--- config.mk ---
export PLATFORM = sky130hd
export DESIGN_NAME = sir_port
export DESIGN_NICKNAME = d
export VERILOG_FILES = /design/src/common/sir_pkg.sv /design/src/common/sir_reg_if.sv /design/src/hw/sir_port.sv /design/src/hw/sir_sync.sv /design/src/hw/sir_regs.sv
export SDC_FILE = /design/constraint.sdc
export NUM_CORES = 2
export LEC_CHECK = 0
export ABC_AREA = 1
export BUFFER_PORTS_ARGS = -buffer_cell sky130_fd_sc_hd__buf_2
export CAP_MARGIN = 0
export CORE_UTILIZATION = 65
export CTS_BUF_LIST = sky130_fd_sc_hd__clkbuf_16
export DETAILED_ROUTE_END_ITERATION = 10
export HOLD_SLACK_MARGIN = 0.05
export PLACE_DENSITY = 0.86
export REMOVE_ABC_BUFFERS = 1
export SYNTH_ARGS = -nofsm -noshare
export SYNTH_HDL_FRONTEND = slang
export SYNTH_SLANG_ARGS = --single-unit
export TNS_END_PERCENT = 30
--- constraint.sdc ---
create_clock -name ref_clk -period 8.5 [get_ports ref_clk]
set_clock_uncertainty 0.1 [all_clocks]
set_input_delay 1.7 -clock ref_clk [delete_from_list [all_inputs] [get_ports ref_clk]]
set_output_delay 1.7 -clock ref_clk [all_outputs]
set_load 0.01 [all_outputs]
--- src/common/sir_pkg.sv ---
package sir_pkg;
   typedef logic [7:0] byte_type;
   // bus address and framing
   localparam logic [6:0] DEV_ADDR   = 7'h4a;
   localparam int         BYTE_BITS  = 8;
   localparam logic [2:0] LAST_BIT   = 3'h7;
   // register map
   localparam byte_type ADDR_FLAGS   = 8'h00;
   localparam byte_type ADDR_MAIN    = 8'h01;
   localparam byte_type ADDR_RXCFG   = 8'h02;
   localparam byte_type ADDR_TXCFG   = 8'h03;
   localparam byte_type ADDR_AMB_HI  = 8'h04;
   localparam byte_type ADDR_AMB_LO  = 8'h05;
   localparam byte_type ADDR_PERSIST = 8'h0a;
   localparam byte_type ADDR_PROXIMITY_CHANNEL    = 8'h15;
   localparam byte_type ADDR_RSVD    = 8'hf6;
   localparam byte_type ADDR_TOP     = 8'hff;
   localparam byte_type PTR_RESET    = 8'h00;
   // flag and enable fields
   localparam int       FLAG_AMB     = 0;
   localparam int       FLAG_PROXIMITY_CHANNEL    = 1;
   localparam int       FLAG_PON     = 2;
   localparam byte_type FLAG_EN_MASK = 8'h03;
   localparam byte_type FLAGS_RESET  = 8'h04;
   localparam byte_type CFG_RESET    = 8'h00;
   localparam byte_type ZERO_BYTE    = 8'h00;
   // timing
   localparam int CLK_HZ       = 25_000_000;
   localparam int SCL_MAX_HZ   = 400_000;
   localparam int SCL_HALF_CYC = CLK_HZ / (2 * SCL_MAX_HZ);
   localparam int SYNC_LAT     = 4;
endpackage

--- src/common/sir_reg_if.sv ---
interface sir_reg_if;
   logic [7:0] addr;
   logic [7:0] wdata;
   logic [7:0] rdata;
   logic       wr;
   logic       rd;
   modport link (output addr, output wdata, output wr, output rd, input rdata);
   modport regs (input addr, input wdata, input wr, input rd, output rdata);
endinterface

--- src/hw/sir_port.sv ---
module sir_port
(
   // clock and reset
   input  wire logic              ref_clk,
   input  wire logic              resetn,
   // two-wire pins
   input  wire logic              scl_in,
   input  wire logic              sda_in,
   output logic                   sda_out,
   output logic                   sda_oe,
   // sensor results and events
   input  wire sir_pkg::byte_type ambient_high,
   input  wire sir_pkg::byte_type ambient_low,
   input  wire sir_pkg::byte_type proximity_value,
   input  wire logic              ambient_event,
   input  wire logic              proximity_event,
   // status towards the sensor core
   output sir_pkg::byte_type      interrupt_flags,
   output logic                   int_n
);
   import sir_pkg::*;
   typedef enum logic [2:0]
   {
      ST_IDLE = 3'b000,
      ST_RX   = 3'b001,
      ST_ACK  = 3'b011,
      ST_TX   = 3'b010,
      ST_MACK = 3'b110
   } sir_state_type;
   typedef enum logic [1:0] {K_ADDR, K_PTR, K_DATA} sir_kind_type;

   sir_reg_if bus ();
   sir_state_type state_reg, state_next;
   sir_kind_type  kind_reg, kind_next;
   logic [2:0]    cnt_reg, cnt_next;
   byte_type      sh_reg, sh_next;
   byte_type      ptr_reg, ptr_next;
   logic          oe_next;
   logic          rw_reg, rw_next;
   logic          rep_reg, rep_next;
   logic          frame_reg, frame_next;
   logic          sth_reg, sth_next;
   logic          full_reg, full_next;
   logic          ackok_reg, ackok_next;
   logic          scl_s, sda_s, scl_q, sda_q;
   logic          scl_rise, scl_fall, start, stop;
   logic          addr_hit, byte_end, load_now, write_now;
   byte_type      ptr_inc;

   // scl is sampled like any other pin; at 25 MHz a 400 kHz half period
   // gives about 31 samples against four of latency
   sir_sync u_scl (.ref_clk(ref_clk), .resetn(resetn), .pin(scl_in), .level(scl_s));
   sir_sync u_sda (.ref_clk(ref_clk), .resetn(resetn), .pin(sda_in), .level(sda_s));

   sir_regs u_regs
   (
      .ref_clk    (ref_clk),
      .resetn     (resetn),
      .bus        (bus.regs),
      .amb_hi     (ambient_high),
      .amb_lo     (ambient_low),
      .proximity_channel_val   (proximity_value),
      .amb_event  (ambient_event),
      .proximity_channel_event (proximity_event),
      .flags_reg  (interrupt_flags),
      .int_n      (int_n)
   );

   assign scl_rise = scl_s && !scl_q;
   assign scl_fall = !scl_s && scl_q;
   assign start    = scl_s && scl_q && sda_q && !sda_s;
   assign stop     = scl_s && scl_q && !sda_q && sda_s;
   assign addr_hit = sh_reg[7:1] == DEV_ADDR;
   assign byte_end = state_reg == ST_RX && scl_fall && full_reg;
   assign ptr_inc  = (ptr_reg == ADDR_TOP) ? ptr_reg : ptr_reg + 8'h01;
   assign load_now = scl_fall && ((state_reg == ST_ACK && rw_reg)
                     || (state_reg == ST_MACK && ackok_reg));
   assign write_now = byte_end && kind_reg == K_DATA;
   assign bus.addr  = ptr_reg;
   assign bus.wdata = sh_reg;
   assign bus.wr    = write_now;
   assign bus.rd    = load_now;

   always_comb
   begin
      state_next = state_reg;
      kind_next  = kind_reg;
      cnt_next   = cnt_reg;
      sh_next    = sh_reg;
      ptr_next   = ptr_reg;
      oe_next    = sda_oe;
      rw_next    = rw_reg;
      rep_next   = rep_reg;
      frame_next = frame_reg;
      sth_next   = sth_reg && !scl_fall;
      full_next  = full_reg;
      ackok_next = ackok_reg;
      if (start)
      begin
         state_next = ST_RX;
         kind_next  = K_ADDR;
         cnt_next   = 3'h0;
         rep_next   = frame_reg;
         frame_next = 1'b1;
         sth_next   = 1'b1;
         full_next  = 1'b0;
         oe_next    = 1'b0;
      end
      else if (stop && !sth_reg)
      begin
         state_next = ST_IDLE;
         frame_next = 1'b0;
         full_next  = 1'b0;
         oe_next    = 1'b0;
      end
      else
      begin
         unique case (state_reg)
            ST_IDLE: ;
            ST_RX:
            begin
               if (scl_rise)
               begin
                  sh_next   = {sh_reg[6:0], sda_s};
                  cnt_next  = cnt_reg + 3'h1;
                  full_next = cnt_reg == LAST_BIT;
               end
               else if (byte_end)
               begin
                  full_next = 1'b0;
                  if (kind_reg == K_ADDR && !addr_hit)
                     state_next = ST_IDLE;
                  else
                  begin
                     state_next = ST_ACK;
                     oe_next    = 1'b1;
                  end
                  if (kind_reg == K_ADDR)
                  begin
                     rw_next = sh_reg[0];
                     if (sh_reg[0] && !rep_reg && addr_hit)
                        ptr_next = PTR_RESET;
                  end
                  else if (kind_reg == K_PTR)
                     ptr_next = sh_reg;
                  else
                     ptr_next = ptr_inc;
               end
            end
            ST_ACK:
            begin
               if (scl_fall)
               begin
                  cnt_next = 3'h0;
                  if (rw_reg)
                  begin
                     state_next = ST_TX;
                     sh_next    = bus.rdata;
                     ptr_next   = ptr_inc;
                     oe_next    = !bus.rdata[7];
                  end
                  else
                  begin
                     state_next = ST_RX;
                     oe_next    = 1'b0;
                     kind_next  = (kind_reg == K_ADDR) ? K_PTR : K_DATA;
                  end
               end
            end
            ST_TX:
            begin
               if (scl_fall)
               begin
                  cnt_next = cnt_reg + 3'h1;
                  if (cnt_reg == LAST_BIT)
                  begin
                     state_next = ST_MACK;
                     oe_next    = 1'b0;
                  end
                  else
                  begin
                     sh_next = {sh_reg[6:0], 1'b0};
                     oe_next = !sh_reg[6];
                  end
               end
            end
            ST_MACK:
            begin
               if (scl_rise)
                  ackok_next = !sda_s;
               else if (scl_fall)
               begin
                  cnt_next = 3'h0;
                  if (ackok_reg)
                  begin
                     state_next = ST_TX;
                     sh_next    = bus.rdata;
                     ptr_next   = ptr_inc;
                     oe_next    = !bus.rdata[7];
                  end
                  else
                     state_next = ST_IDLE;
               end
            end
            default: state_next = ST_IDLE;
         endcase
      end
   end

   always_ff @(posedge ref_clk or negedge resetn)
   begin
      if (!resetn)
      begin
         scl_q <= 1'b1;
         sda_q <= 1'b1;
      end
      else
      begin
         scl_q <= scl_s;
         sda_q <= sda_s;
      end
   end

   always_ff @(posedge ref_clk or negedge resetn)
   begin
      if (!resetn)
      begin
         state_reg <= ST_IDLE;
         kind_reg  <= K_ADDR;
         cnt_reg   <= 3'h0;
         sh_reg    <= ZERO_BYTE;
         ptr_reg   <= PTR_RESET;
         sda_oe    <= 1'b0;
      end
      else
      begin
         state_reg <= state_next;
         kind_reg  <= kind_next;
         cnt_reg   <= cnt_next;
         sh_reg    <= sh_next;
         ptr_reg   <= ptr_next;
         sda_oe    <= oe_next;
      end
   end

   always_ff @(posedge ref_clk or negedge resetn)
   begin
      if (!resetn)
      begin
         rw_reg    <= 1'b0;
         rep_reg   <= 1'b0;
         frame_reg <= 1'b0;
         sth_reg   <= 1'b0;
         full_reg  <= 1'b0;
         ackok_reg <= 1'b0;
         sda_out   <= 1'b0;
      end
      else
      begin
         rw_reg    <= rw_next;
         rep_reg   <= rep_next;
         frame_reg <= frame_next;
         sth_reg   <= sth_next;
         full_reg  <= full_next;
         ackok_reg <= ackok_next;
         sda_out   <= 1'b0;
      end
   end
endmodule // sir_port

--- src/hw/sir_sync.sv ---
module sir_sync
(
   // clock and reset
   input  wire logic ref_clk,
   input  wire logic resetn,
   // pin and clean level
   input  wire logic pin,
   output logic      level
);
   logic s1_reg;
   logic s2_reg;
   logic s3_reg;
   // idle bus level is high, so reset to one
   always_ff @(posedge ref_clk or negedge resetn)
   begin
      if (!resetn)
      begin
         s1_reg <= 1'b1;
         s2_reg <= 1'b1;
         s3_reg <= 1'b1;
         level  <= 1'b1;
      end
      else
      begin
         s1_reg <= pin;
         s2_reg <= s1_reg;
         s3_reg <= s2_reg;
         if (s2_reg == s3_reg)
            level <= s3_reg;
      end
   end
endmodule // sir_sync

--- src/hw/sir_regs.sv ---
module sir_regs
(
   // clock and reset
   input  wire logic        ref_clk,
   input  wire logic        resetn,
   // access from the link side
   sir_reg_if.regs          bus,
   // sensor side
   input  wire logic [7:0]  amb_hi,
   input  wire logic [7:0]  amb_lo,
   input  wire logic [7:0]  proximity_channel_val,
   input  wire logic        amb_event,
   input  wire logic        proximity_channel_event,
   output logic [7:0]       flags_reg,
   output logic             int_n
);
   import sir_pkg::*;
   byte_type mem [0:255];
   byte_type set_mask;
   byte_type clr_mask;
   byte_type flags_next;
   logic     clr_rd;
   logic     clr_dis;
   logic     wr_ok;
   logic     int_next;
   assign clr_rd   = bus.rd && bus.addr == ADDR_FLAGS;
   assign clr_dis  = bus.wr && bus.addr == ADDR_MAIN;
   assign clr_mask = clr_rd ? 8'hff : (clr_dis ? (FLAG_EN_MASK & ~bus.wdata) : ZERO_BYTE);
   assign set_mask = {6'h00, proximity_channel_event, amb_event};
   // set wins over clear so an event in the clearing cycle survives
   assign flags_next = (flags_reg & ~clr_mask) | set_mask;
   // power-on flag sits outside the enable mask and never pulls the pin
   assign int_next = ~|(flags_reg & mem[ADDR_MAIN] & FLAG_EN_MASK);
   assign wr_ok = bus.wr && bus.addr != ADDR_FLAGS && bus.addr != ADDR_AMB_HI
                  && bus.addr != ADDR_AMB_LO && bus.addr != ADDR_PROXIMITY_CHANNEL && bus.addr < ADDR_RSVD;
   assign bus.rdata = (bus.addr == ADDR_FLAGS)  ? flags_reg :
                      (bus.addr == ADDR_AMB_HI) ? amb_hi :
                      (bus.addr == ADDR_AMB_LO) ? amb_lo :
                      (bus.addr == ADDR_PROXIMITY_CHANNEL)   ? proximity_channel_val :
                      (bus.addr >= ADDR_RSVD)   ? ZERO_BYTE : mem[bus.addr];
   always_ff @(posedge ref_clk or negedge resetn)
   begin
      if (!resetn)
      begin
         flags_reg <= FLAGS_RESET;
         int_n     <= 1'b1;
      end
      else
      begin
         flags_reg <= flags_next;
         int_n     <= int_next;
      end
   end
   always_ff @(posedge ref_clk or negedge resetn)
   begin
      if (!resetn)
      begin
         for (int i = 0; i < 256; i++)
            mem[i] <= CFG_RESET;
      end
      else if (wr_ok)
         mem[bus.addr] <= bus.wdata;
   end
endmodule // sir_regs

==> results.md <==
* Mapped Cells at 11900
* Yosys Warn Count at 0
* Post-DP HPWL at 160000 um
* RSZ-0062 raised after global routing: no
* DR WL/cell at 21.3 um
* Detail Route Antenna Nets at 0
* Global-route wire length before repair at 447000 um
* Worst-Margin Slew at 1240 ps
* Total Routing Usage GR at 38.4%
* EDFF count, synth at 0
* Worst setup EP type: register
* Top FF cell, synth: dfrtp_1
* Netlist cell types at 50
* Die Height at 385 um
* Post-Syn Area at 95300 um2
* Clk slew on worst S/H paths at 60 ps
* DRC at 0
* Worst path required time at 9140 ps
* Synth Area per Inst at 8.03 um2
* Core Area at 146000 um2
* Port bufs at 39
* Synth async-reset ratio at 100%
* H-Tree Depth at 4
* I/O pin cnt at 41
* Initial antenna violation count at 7
* Layout cells sized above 1 at 5.66%
* Register area share after synthesis at 55.1%
* Pwr/cell area at 264 nW/um2
* Row cnt at 140
* VDD IR max at 0.414 mV
* Die X at 385 um
* DRT iter0 DRCs at 12600
* Resize count post-CTS at 0
* Die Area at 148000 um2
* Sink Count at 2098
* Crit start category: register
* Yosys top cell area share at 54.8%
* Net count, final at 11300
* Largest register FFs at 2048
* Seq cells post-synth at 2098
* Min Clock Period, post-route at 5390 ps
* Cts hold-fix bufs at 0
* Hold Crit Class: register to register
* P_leak at 0.0480 uW
* Maximum clock path buffer count at 3
* Largest net degree at the start of global routing at 207
* P&R area growth vs syn at 6.20%
* Vias in the first global route at 81400
* Setup WS post-layout at 3110 ps
* Post-synth top cells: 3402 x nand2_1, 2397 x o21ai_0, 2086 x dfrtp_1
* Vias/cell at 6.37
* Gp weighted congestion at 0.947
* Rel. slew slack at 16.5%
* Via Count at 84700
* Hold Fails Final Rpt at 0
* Fin crit share at 63.4%
* Global route total overflow at 0
* Max Slew Vio Count at 0
* Num CTS Buffers at 203
* Synth top area cells: dfrtp_1 55%, nand2_1 13%, o21ai_0 13%
* Max Cap Violations at 0
* Maximum clock frequency at 186 MHz
* Yosys top cell by area: dfrtp_1
* CTS tree: built
* Critical setup path kind: register to register
* Outcome: finished, final reports clean
* Setup bufs post-CTS at 0
* Power, Total at 26700 uW
* Setup tns final at 0 ps
* Worst-Skew Late Latency at 850 ps
* Root Driver: clkbuf_16
* CP Max Fanout at 83
* Final setup viols at 0
* Pre-CTS WS at 3550 ps
* Largest Register: u_regs.mem
* Total iterations of the first detailed-routing run at 7
* Top-count cell post-synth: nand2_1
* Worst EP arrival at 6030 ps
* Initial core utilization at 65.5%
* Total length of routed wires at 283000 um
-- area by class of cell --
type | instances | area (um2)
Sequential cell | 2098 | 52500
Fill cell | 10700 | 44300
Multi-Input combinational cell | 8572 | 37900
Clock buffer | 210 | 5260
Tap cell | 1917 | 2400
Timing Repair Buffer | 146 | 1280
Clock inverter | 157 | 1010
Inverter | 205 | 863
Antenna cell | 7 | 17.5
-- metal layers --
layer | track usage (%) | routed length, um | up-vias | part of all wire (%)
li1 | - | - | 37400 | -
met1 | 50.6 | 105000 | 40500 | 37
met2 | 57.2 | 125000 | 5675 | 44
met3 | 10.8 | 35800 | 1118 | 13
met4 | 22.4 | 17000 | 14 | 6.0
met5 | 0 | 80 | - | 0.028
-- report_power, final --
part	leakage (uW)	switching, uW	internal (uW)
clock network	0.00329	3870	4790
registers	0.0292	124	10000
logic	0.0155	6190	1670
-- placed cells by master, fill, tap and decap left out, drive strengths merged --
| master | n |
|---|---|
| o311ai | 2 |
| o21ai | 3094 |
| xor2 | 1 |
| inv | 261 |
| bufinv | 12 |
| nand3b | 1 |
| clkinv | 88 |
| or2 | 1 |
| o21a | 1 |
| maj3 | 2 |
| o211ai | 3 |
| o32ai | 1 |
| buf | 146 |
| a31oi | 3 |
| o2111ai | 1 |
| conb | 1 |
| clkbuf | 210 |
| diode | 7 |
| nand2 | 3535 |
| a21oi | 39 |
| nand3 | 66 |
| a2111oi | 1 |
| nand4 | 23 |
| dfstp | 12 |
| o22ai | 249 |
| a31o | 2 |
| a22oi | 3 |
| nor4 | 4 |
| nor2 | 1519 |
| ha | 6 |
| a211oi | 1 |
| clkinvlp | 1 |
| nor3 | 11 |
| dfrtp | 2086 |
| a22o | 1 |
| o41ai | 1 |
-- metrics by stage --
step | instance area [um2] | std cells | util, % | hold WS, ps
4_1_cts | 101000 | 13300 | 69.5 | 263
3_3_place_gp | 95000 | 12900 | 65.2 | 251
6_report | 101000 | 13300 | 69.6 | 262
5_1_grt | 101000 | 13300 | 69.5 | 266
3_5_place_dp | 95000 | 12900 | 65.2 | 247
2_1_floorplan | 91100 | 10900 | - | 245
-- cells by family (layout without fill, tap and decap cells) --
family | after synthesis | count (layout) | share of synthesized area, %
compound gates | 3402 | 3402 | 18.2
xor+xnor | 1 | 1 | 0.00919
fa+ha+maj | 8 | 8 | 0.0997
buf+inv | 1205 | 718 | 5.30
flops | 2098 | 2098 | 55.1
other cells | 1 | 8 | 0.00393
simple gates | 5160 | 5160 | 21.3
-- critical path, cell delays in order (launching register included) --
cell	delay, ps
dfrtp_4	670
inv_8	470
buf_4	740
buf_4	480
nor2_1	80
o21ai_0	80
o21ai_0	190
nand2_1	100
nand2_1	60
nor2_1	120
nor2_1	50
nor2_1	270
nand2_1	160
nand2_1	210
nand2_1	80
o21ai_0	870
nand2_1	120
nand2_1	110
a21oi_1	60
nor2_1	80
nor2_1	50
-- path summary, 6_finish.rpt --
path	to	cells after the start	slack, ps	startpoint
min in group asynchronous	u_regs.mem[1875]	1	790	resetn
max in group asynchronous	u_regs.mem[2016]	3	5630	resetn
min	u_sda.s3_reg	0	260	u_sda.s2_reg
min reg2reg	u_sda.s3_reg	0	260	u_sda.s2_reg
max reg2reg	bus.wdata[4]	20	3110	bus.addr[1]
max	bus.wdata[4]	20	3110	bus.addr[1]
No activity file was read; power rests on OpenSTA's default activity.
